## config.mk

```make
export PLATFORM = sky130hd
export DESIGN_NAME = link_irq_gate
export DESIGN_NICKNAME = d
export VERILOG_FILES = /design/src/logic/link_irq_pkg.sv /design/src/logic/link_irq_gate.sv
export SDC_FILE = /design/constraint.sdc
export NUM_CORES = 1
export LEC_CHECK = 0
export BUFFER_PORTS_ARGS = -buffer_cell sky130_fd_sc_hd__buf_2
export CORE_MARGIN = 8
export CORE_UTILIZATION = 52
export DETAILED_ROUTE_END_ITERATION = 10
export PLACE_DENSITY = 0.95
export REMOVE_ABC_BUFFERS = 1
export SKIP_LAST_GASP = 1
export SLEW_MARGIN = 5
export SYNTH_ARGS = -nofsm -noshare
export SYNTH_HDL_FRONTEND = slang
export SYNTH_SLANG_ARGS = --single-unit
```

## constraint.sdc

```tcl
create_clock -name clk -period 4.7 [get_ports clk]
set_input_delay 0.94 -clock clk [delete_from_list [all_inputs] [get_ports clk]]
set_output_delay 0.94 -clock clk [all_outputs]
set_load 0.01 [all_outputs]
```

## src/logic/link_irq_pkg.sv

```systemverilog
package link_irq_pkg;

    // register widths and wishbone geometry
    localparam int REG_W  = 8;
    localparam int ADDR_W = 8;
    localparam int DATA_W = 32;

    // register byte addresses
    localparam logic [ADDR_W-1:0] OFS_ENABLE  = 8'h00;
    localparam logic [ADDR_W-1:0] OFS_FLAGS   = 8'h04;
    localparam logic [ADDR_W-1:0] OFS_RXDATA  = 8'h08;
    localparam logic [ADDR_W-1:0] OFS_PENDING = 8'h0C;
    localparam logic [ADDR_W-1:0] OFS_MASK    = 8'h10;

    // field positions in enable, flag and pending layouts
    localparam int BIT_ARB_LOST = 7;
    localparam int BIT_RX_FULL  = 0;
    localparam int TX_HI        = 6;
    localparam int TX_LO        = 4;
    localparam int RX_HI        = 3;
    localparam int RX_LO        = 0;

    // reset values
    localparam logic [REG_W-1:0] RST_ENABLE = 8'h00;
    localparam logic [REG_W-1:0] RST_MASK   = 8'h00;
    localparam logic [REG_W-1:0] RST_ZERO   = 8'h00;

    // host service windows for a full receive buffer, in microseconds
    localparam int SERVICE_NORMAL_US = 500;
    localparam int SERVICE_QUAD_US   = 125;
    localparam int CLK_MHZ           = 25;
    localparam int SERVICE_NORMAL_CYC = SERVICE_NORMAL_US * CLK_MHZ;
    localparam int SERVICE_QUAD_CYC   = SERVICE_QUAD_US * CLK_MHZ;

    // wishbone request as seen by the slave
    typedef struct packed {
        logic              cyc;
        logic              stb;
        logic              we;
        logic [3:0]        sel;
        logic [ADDR_W-1:0] adr;
        logic [DATA_W-1:0] dat;
    } wb_req_t;

    // wishbone answer
    typedef struct packed {
        logic              ack;
        logic [DATA_W-1:0] dat;
    } wb_rsp_t;

    // events from the link engine, one-cycle pulses
    typedef struct packed {
        logic [REG_W-1:0] flagSet;
        logic             rxPost;
        logic [REG_W-1:0] rxByte;
        logic             dmaRead;
    } link_evt_t;

endpackage

```

## src/logic/link_irq_gate.sv

```systemverilog
// Chosen here: the Wishbone interface to the registers and the address map.
`timescale 1ns/10ps
`default_nettype none

module link_irq_gate
(
    // clock, reset, enable
    input  wire logic                    clk,
    input  wire logic                    resetn,
    input  wire logic                    ce,
    // wishbone slave
    input  wire link_irq_pkg::wb_req_t   wbReq,
    output      link_irq_pkg::wb_rsp_t   wbRsp,
    // link engine events
    input  wire link_irq_pkg::link_evt_t linkEvt,
    input  wire logic                    quadRateMode,
    // interrupt requests
    output      logic                    txIrq,
    output      logic                    rxIrq,
    output      logic                    irq,
    output      logic [7:0]              serviceWindow
);
    import link_irq_pkg::*;

    // block overview, register side
    // - enable byte gates each event into the pending byte
    // - flag byte records every event, enabled or not
    // - pending byte records only events taken while enabled
    // - mask byte gates pending onto the single irq line
    // - rx data byte holds the last posted receive byte
    //
    // flag byte behaviour
    // - bit 0 is rx full, set by a posted byte
    // - bit 0 clears only by a buffer read or dma take
    // - bits 7..1 clear by writing a one to them
    // - a write of one to bit 0 is ignored on purpose
    //
    // pending byte behaviour
    // - sets from an event only if its enable was high
    //   at the very edge that takes the event
    // - an enable raised later never revives an old event
    // - clearing a flag clears its pending bit too
    // - pending can also be cleared by writing ones
    // - dropping an enable leaves pending untouched
    //
    // request outputs
    // - transmit request is the or of pending 7..4
    // - receive request is the or of pending 3..0
    // - flags never feed a request directly
    //
    // bus side
    // - classic single cycle, answered one clock later
    // - ack stands one cycle, then falls even if stb stays
    // - unmapped offsets answer, read zero, ignore writes
    // - only the low byte lane carries register data

    // all block state
    typedef struct packed {
        logic [REG_W-1:0]  enable;   // interrupt_enable_control
        logic [REG_W-1:0]  flags;    // interrupt_flag_status
        logic [REG_W-1:0]  pending;  // events caught while enabled
        logic [REG_W-1:0]  mask;     // gate onto irq
        logic [REG_W-1:0]  rxData;   // rx_data_buffer
        logic              ack;      // wishbone answer
        logic [DATA_W-1:0] rdat;     // read data
    } state_t;

    state_t state_r;  // registered state
    state_t state_nxt;  // next state

    logic              access;   // bus cycle taken this edge
    logic              wrLane0;  // write reaching low byte
    logic [REG_W-1:0]  wByte;    // written byte
    logic [REG_W-1:0]  clrFlag;  // flag clears this cycle
    logic [REG_W-1:0]  evt;      // flag set events
    logic [DATA_W-1:0] rd;       // read mux

    // next-state logic
    always_comb
    begin
        state_nxt = state_r;
        access    = wbReq.cyc && wbReq.stb && !state_r.ack;
        wrLane0   = access && wbReq.we && wbReq.sel[0];
        wByte     = wbReq.dat[REG_W-1:0];
        clrFlag   = RST_ZERO;
        evt       = linkEvt.flagSet;
        rd        = '0;

        // rx byte posting sets rx full
        if (linkEvt.rxPost)
        begin
            evt[BIT_RX_FULL] = 1'b1;
            state_nxt.rxData = linkEvt.rxByte;
        end

        // read mux, unmapped reads zero
        unique case (wbReq.adr)
            OFS_ENABLE:  rd[REG_W-1:0] = state_r.enable;
            OFS_FLAGS:   rd[REG_W-1:0] = state_r.flags;
            OFS_RXDATA:  rd[REG_W-1:0] = state_r.rxData;
            OFS_PENDING: rd[REG_W-1:0] = state_r.pending;
            OFS_MASK:    rd[REG_W-1:0] = state_r.mask;
            default:     rd = '0;
        endcase

        // rx full clears on cpu read or dma transfer
        if ((access && !wbReq.we && wbReq.adr == OFS_RXDATA) || linkEvt.dmaRead)
        begin
            clrFlag[BIT_RX_FULL] = 1'b1;
        end

        // register writes
        if (wrLane0)
        begin
            unique case (wbReq.adr)
                OFS_ENABLE:  state_nxt.enable = wByte;
                OFS_FLAGS:
                begin
                    // write one clears, rx full only by read or dma
                    clrFlag = clrFlag | (wByte & ~(REG_W'(1) << BIT_RX_FULL));
                end
                OFS_PENDING: state_nxt.pending = state_r.pending & ~wByte;
                OFS_MASK:    state_nxt.mask = wByte;
                default:     ;
            endcase
        end

        // flags set regardless of enable; set wins over clear
        state_nxt.flags = (state_r.flags & ~clrFlag) | evt;

        // pending drops with its flag, set only by enabled events
        state_nxt.pending = (state_nxt.pending & ~clrFlag)
                          | (evt & state_r.enable);

        // answer one cycle after request
        state_nxt.ack  = access;
        state_nxt.rdat = access ? rd : '0;
    end

    // state register
    // reset branch loads constants only
    // ce low freezes everything, ack included,
    // so a bus cycle simply waits while frozen
    // events arriving while frozen are not seen;
    // the link engine shares the same enable
    always_ff @(posedge clk or negedge resetn)
    begin
        if (!resetn)
        begin
            state_r <= '{enable: RST_ENABLE, flags: RST_ZERO, pending: RST_ZERO,
                         mask: RST_MASK, rxData: RST_ZERO, ack: 1'b0, rdat: '0};
        end
        else if (ce)
        begin
            state_r <= state_nxt;
        end
    end

    // outputs below, except serviceWindow which decodes the quadRateMode input, are plain decodes of registers,
    // so they settle right after each clock edge
    // and carry no glitch from bus inputs
    //
    // requests from pending, never from flags alone
    // bit 7 belongs to the transmit group with 6..4
    // bits 3..0 form the receive group, rx full at 0
    // irq is the masked union of both groups
    // and follows pending with no extra delay
    //
    // service window figure
    // - quad rate gives the short window directly
    // - normal rate does not fit eight bits, so it
    //   saturates to all ones; software treats that
    //   as the long window
    //
    // bus answer comes straight from registers
    assign txIrq = |state_r.pending[BIT_ARB_LOST:TX_LO];
    assign rxIrq = |state_r.pending[RX_HI:RX_LO];
    assign irq   = |(state_r.pending & state_r.mask);
    // service window figure for software, in microseconds
    assign serviceWindow = quadRateMode ? 8'(SERVICE_QUAD_US) : 8'hFF;
    assign wbRsp.ack = state_r.ack;
    assign wbRsp.dat = state_r.rdat;

endmodule // link_irq_gate

`default_nettype wire

```

==> results of run 1 <==
layout make-up:
cell class              count  area, um^2
inverters                   3        11.3
repair buffers             55         275
well taps                  70        87.6
multi-input cells         168        1190
clock buffers               6        82.6
flip-flops and latches     49        1230
fillers                   443        2100
clock inverters             2        37.5
layer usage:
layer	GRT usage, %	part of all wire [%]
met4	6.88	1.5
met3	5.94	8.9
met5	0	0
met2	29.4	52
met1	19.4	38
how the worst max path moves through the flow:
stage	startpoint	slack, ns	cells after the start	end
global placement	ce	1.57	5	state_r[59]
global route	ce	1.56	5	state_r[60]
floorplan	wbReq[33]	2.28	4	state_r[65]
detailed placement	ce	1.44	5	state_r[63]
finish	ce	1.77	5	state_r[63]
CTS	ce	1.77	5	state_r[63]
state kept, by name, indices dropped and copies added (netlist names):
name     flops
wbRsp        9
state_r     40
cell usage in the layout, fill, tap and decap left out, drive strengths merged, types with 2 or more instances in the layout:
cell type and instances:
or3 3, clkbuf 6, nor4 2, buf 55, nand2 17, or4 2
a21oi 15, conb 30, o21ai 9, dfrtp 49, nor3b 2, mux2 24
a32o 8, a2bb2oi 8, nand3 2, inv 2, a31oi 7, mux2i 16
a22oi 5, nor2 10, nor3 2
stage by stage:
stage	power, W	utilization (%)	setup WS, ns	instance area (um^2)	hold slack (ns)
after detailed placement	0.000549	55.8	1.44	2790	0.489
final	0.000855	58.2	1.77	2910	0.508
after global routing	0.000886	58.2	1.56	2910	0.541
after global placement	0.000543	55.8	1.57	2790	0.460
after floorplan	0.000495	-	2.28	2430	0.449
after CTS	0.000861	58.2	1.77	2910	0.513
power by group through the flow:
stage | registers (W) | clock network (W) | logic (W)
floorplan | 0.000450 | 0 | 0.0000458
global placement | 0.000452 | 0 | 0.0000912
detailed placement | 0.000454 | 0 | 0.0000952
CTS | 0.000445 | 0.000320 | 0.0000956
global route | 0.000447 | 0.000333 | 0.000106
finish | 0.000445 | 0.000313 | 0.0000961
kinds of logic (layout without fill, tap and decap cells):
logic type             Yosys count  count (layout)  synth area share, %
and+or+nand+nor                 45              45                 11.0
buffers and inverters           51              66                 13.0
other                            2              30                0.282
muxes                           40              40                 16.2
AOI/OAI and AO/OA               53              53                 13.5
DFF                             49              49                 46.1
==> run_results.csv, run 1 <==
group,metric,value,unit
global_routing,grt_pass1_vias,1993,
synth,synth_edf_count,0,
worst_hold_path,min-delay-start,"state_r[57]",
sta,slew_viol_final,0,
global_routing,grt_pass1_wl,10200,um
sta,finalHoldViolations,0,
critical_path,worstSetupEndpointType,"flip-flop",
clock_network,clk_latency,0.31,ns
pwr,switching_share,24.4,%
route,drt_wl_total,6400,um
route,post_drt_via_cell_ratio,5.37,
route,dr.pass1.iters,4,
place,place_hpwl,5040,um
synth,synth_most_common_cell,"dfrtp_1",
flow_run,maxCapViolations,0,
route,vias,1897,
clock_network,cts_sinks,49,
floorplanning,rows,26,
pwr,p_leak,1.44,nW
final_layout,area_growth_syn_to_layout,9.55,%
pwr,powerDensity,293,nW/um^2
synth,synth.distinct_cells,32,
pwr,net-switching-power,0.000209,W
place,gp_congestion,0.874,
critical_path,worstSetupPathType,"in -> reg",
synth,syn_area_per_cell,11.1,um^2
synth,yosys_warnings,0,
sta,rsz0062_at_grt,"no",
synth,synthArstFlopShare,100,%
worst_hold_path,whs_endpoint,"state_r[57]",
sta,finalSetupTns,0,ns
route,postRouteAntennaNets,0,
floorplanning,die_w,87.5,um
route,drt_iter0_drc,150,
route,wl_per_cell,18.1,um
final_layout,nets,351,
worst_hold_path,whs_path_depth,1,
critical_path,reg2reg_depth,4,
outcome,status,"finished, final reports clean",
critical_path,cp_data_arrival_time,3.08,ns
global_routing,grt.total_usage,17.3,%
synth,postSynthCellCount,240,
final_layout,drive_above_1_share,32.5,%
critical_path,cp-start-kind,"primary input",
critical_path,crit_family,"simple AND/OR/NAND/NOR gates",
critical_path,r2r-start,"wbRsp[32]",
final_layout,fin_cells,353,
sta,fin_crit_sh,62.4,%
clock_network,cts_hold_buf,0,
place,dpl.cell_count,345,
critical_path,rrSetupSlack,2.43,ns
floorplanning,boundaryPins,113,
sta,slew_headroom,29.0,%
critical_path,crit_path_max_fanout,26,
floorplanning,core,5010,um^2
synth,synth_flop_cell,"dfrtp_1",
critical_path,cpPeakStageDelay,0.80,ns
synth,synth_area,2660,um^2
clock_network,clockBufferDepth,2,
clock_network,cts-buffers-inserted,5,
sta,fmax,0.341,GHz
pwr,power_frac_clock,36.6,%
pwr,pwr-share-seq,52.1,%
sta,setup_viol,0,
clock_network,clk_pin_slew,0.09,ns
final_layout,n_antenna_cell,0,
floorplanning,die_area,7660,um^2
critical_path,crit_slowest_cell,"nor3_1",
place,port_buffers,55,
worst_hold_path,hp-class,"reg -> reg",
clock_network,cts_max_level,2,
synth,netlist.area_leader.share,46.1,%
pwr,comb_power_share,11.2,%
global_routing,grt_max_degree,50,
floorplanning,die-height,87.5,um
global_routing,grt-ovfl-total,0,
route,drc_errors,0,
synth,seq_area_frac_synth,46.1,%
pwr,peakVddDrop,0.000120,V
clock_network,ctsRootBufferMaster,"clkbuf_8",
critical_path,required,4.85,ns
synth,synth_common_cells,"dfrtp_1, buf_4, mux2_2",
clock_network,postCtsSetupBuffers,0,
clock_network,cts_tree,"done",
synth,ys_ff_latch,49,
sta,clock_skew,0.00635,ns
critical_path,cp_cell_sequence,"buf_2, nand4b_4, or3_4, nor3_1, a31oi_1",
synth,yosys.area.top_type,"dfrtp_1",
sta,worst_pin_slew,1.06,ns
global_routing,antenna_found_initial,0,
pwr,intPower,0.000646,W
critical_path,r2r-end,"state_r[63]",
floorplanning,initial_core_util,53.1,%
synth,synthTopCellsByArea,"dfrtp_1, buf_4, mux2_2",
sta,fin_crit,2.93,ns
clock_network,cts_resized,0,
critical_path,cp_num_buf_inv,1,
No activity file was read; power rests on OpenSTA's default activity.
==> run 2, diff against run 1 <==
--- a/config.mk
+++ b/config.mk
@@ -7,9 +7,9 @@
 export LEC_CHECK = 0
 export BUFFER_PORTS_ARGS = -buffer_cell sky130_fd_sc_hd__buf_2
 export CORE_MARGIN = 8
-export CORE_UTILIZATION = 52
+export CORE_UTILIZATION = 43
 export DETAILED_ROUTE_END_ITERATION = 10
-export PLACE_DENSITY = 0.95
+export PLACE_DENSITY = 0.86
 export REMOVE_ABC_BUFFERS = 1
 export SKIP_LAST_GASP = 1
 export SLEW_MARGIN = 5
==> constraint.sdc (replaced) <==
create_clock -name clk -period 2.35 [get_ports clk]
set_input_delay 0.47 -clock clk [delete_from_list [all_inputs] [get_ports clk]]
set_output_delay 0.47 -clock clk [all_outputs]
set_load 0.01 [all_outputs]
==> run 2 against run 1 <==
Against the previous run: wire length decreased by 2.6%; setup slack got worse by 1.3 ns; largest power group unchanged; first-iteration DRC count decreased by 30%; highest routed layer unchanged; power increased by 85%; final cell count increased by 4.0%; critical path type is now reg -> reg.
==> run_results.csv, run 2 (same netlist as run 1, synthesis figures left out) <==
group,metric,value,unit
floorplanning,die_w,94.7,um
outcome,status,"finished, final reports clean",
sta,finalHoldViolations,0,
global_routing,grt_pass1_vias,1984,
clock_network,cts_max_level,2,
critical_path,cpPeakStageDelay,0.42,ns
pwr,power_frac_clock,31.2,%
sta,fin_crit_sh,81.8,%
critical_path,reg2reg_depth,5,
route,post_drt_via_cell_ratio,5.22,
critical_path,required,2.54,ns
route,drt_iter0_drc,105,
critical_path,cp-start-kind,"flip-flop",
sta,fin_crit,1.92,ns
global_routing,use_met3,4.21,%
global_routing,gr-usage-met1,16.8,%
place,place_hpwl,5000,um
critical_path,cp_data_arrival_time,2.11,ns
clock_network,ctsRootBufferMaster,"clkbuf_8",
floorplanning,boundaryPins,113,
clock_network,clk_latency,0.30,ns
route,wl_per_cell,17.0,um
critical_path,startpoint,"wbRsp[32]",
final_layout,fin_cells,367,
place,dp_slack,0.175,ns
sta,fmax,0.520,GHz
sta,fin_worst_hold_slack,0.0899,ns
critical_path,crit_path_max_fanout,8,
clock_network,cts-buffers-inserted,5,
floorplanning,die-height,94.7,um
pwr,comb_power_share,12.6,%
global_routing,grt_pass1_wl,9860,um
critical_path,crit_family,"simple AND/OR/NAND/NOR gates",
critical_path,cp_cell_sequence,"nand4b_4, or3_4, nor3b_4, buf_4, mux2_2",
pwr,p_leak,1.48,nW
clock_network,clk_pin_slew,0.08,ns
clock_network,cts_resized,0,
place,dpl.cell_count,360,
route,drc_errors,0,
clock_network,cts_hold_buf,0,
critical_path,r2r-start,"wbRsp[32]",
global_routing,grt.busiest_layer,"met2",
place,gp_congestion,0.812,
sta,setup_viol,0,
pwr,peakVddDrop,0.000292,V
sta,finalSetupTns,0,ns
global_routing,grt_max_degree,26,
final_layout,n_antenna_cell,0,
critical_path,crit_cells,5,
final_layout,area_growth_syn_to_layout,11.3,%
critical_path,worstSetupEndpointType,"flip-flop",
final_layout,final_cell_mix,"buf_2, dfrtp_1, conb_1",
pwr,net-switching-power,0.000399,W
pwr,p_total,0.00158,W
critical_path,worstSetupPathType,"reg -> reg",
final_layout,nets,361,
sta,clock_skew,0.00226,ns
pwr,powerDensity,535,nW/um^2
global_routing,grt.total_usage,14.1,%
critical_path,cp_num_buf_inv,1,
global_routing,grt-ovfl-total,0,
pwr,intPower,0.00119,W
clock_network,cts_tree,"done",
critical_path,rrSetupSlack,0.43,ns
floorplanning,core,5960,um^2
place,port_buffers,55,
final_layout,regMostFlops,"state_r",
sta,slew_viol_final,0,
route,vias,1914,
final_layout,largest_reg_flops,40,
clock_network,clockBufferDepth,2,
critical_path,crit_path_end,"state_r[71]",
floorplanning,die_area,8960,um^2
route,drt_wl_total,6230,um
final_layout,final_common_cell,"buf_2",
pwr,pwr-share-seq,56.2,%
floorplanning,rows,28,
critical_path,crit_slowest_cell,"or3_4",
clock_network,cts_sinks,49,
worst_hold_path,hp-class,"in -> async",
global_routing,grt_use_met2,23.1,%
critical_path,r2r-end,"state_r[71]",
sta,rsz0062_at_grt,"no",
sta,setup_slack,0.428,ns
pwr,switching_share,25.2,%
global_routing,antenna_found_initial,0,
flow_run,maxCapViolations,0,
route,dr.pass1.iters,4,
floorplanning,initial_core_util,44.7,%
final_layout,drive_above_1_share,34.2,%
route,postRouteAntennaNets,0,
clock_network,postCtsSetupBuffers,0,
-- run 2: cell types whose count changed in the layout (fill, tap and decap cells not counted), sizes merged --
cell,previous run,this run
clkbuf,6,7
clkinvlp,1,0
bufinv,1,0
buf,55,65
-- run 2: power by group through the flow --
stage | logic [W] | registers (W) | clock network [W]
6_report | 0.000200 | 0.000890 | 0.000495
5_1_grt | 0.000219 | 0.000894 | 0.000547
4_1_cts | 0.000200 | 0.000889 | 0.000509
3_5_place_dp | 0.000199 | 0.000906 | 0
3_3_place_gp | 0.000193 | 0.000905 | 0
2_1_floorplan | 0.0000915 | 0.000899 | 0
-- run 2: per-stage QoR --
step	util, %	instance area, um^2
2_1_floorplan	-	2430
3_3_place_gp	48.3	2880
3_5_place_dp	48.3	2880
4_1_cts	49.7	2960
5_1_grt	49.7	2960
6_report	49.7	2960
-- run 2: worst min-delay path by stage --
stage	endpoint	startpoint
2_1_floorplan	state_r[33]	resetn
3_3_place_gp	wbRsp[32]	resetn
3_5_place_dp	state_r[36]	resetn
4_1_cts	state_r[36]	resetn
5_1_grt	state_r[63]	resetn
6_report	state_r[36]	resetn
-- run 2: routing by layer --
layer  share of wire (%)  vias to the layer above  wire length, um
li1                    -                      901                -
met1                  41                      924             2530
met2                  47                       80             2920
met3                  11                        9              709
met4                 1.2                        0               75
met5                   0                        -                0
-- run 2: cell type report --
type	count	area [um^2]
tap	75	93.8
timing repair buffer	65	350
clock buffer	7	86.3
inverter	3	11.3
fill	558	2990
sequential	49	1230
multi-input combinational	168	1190
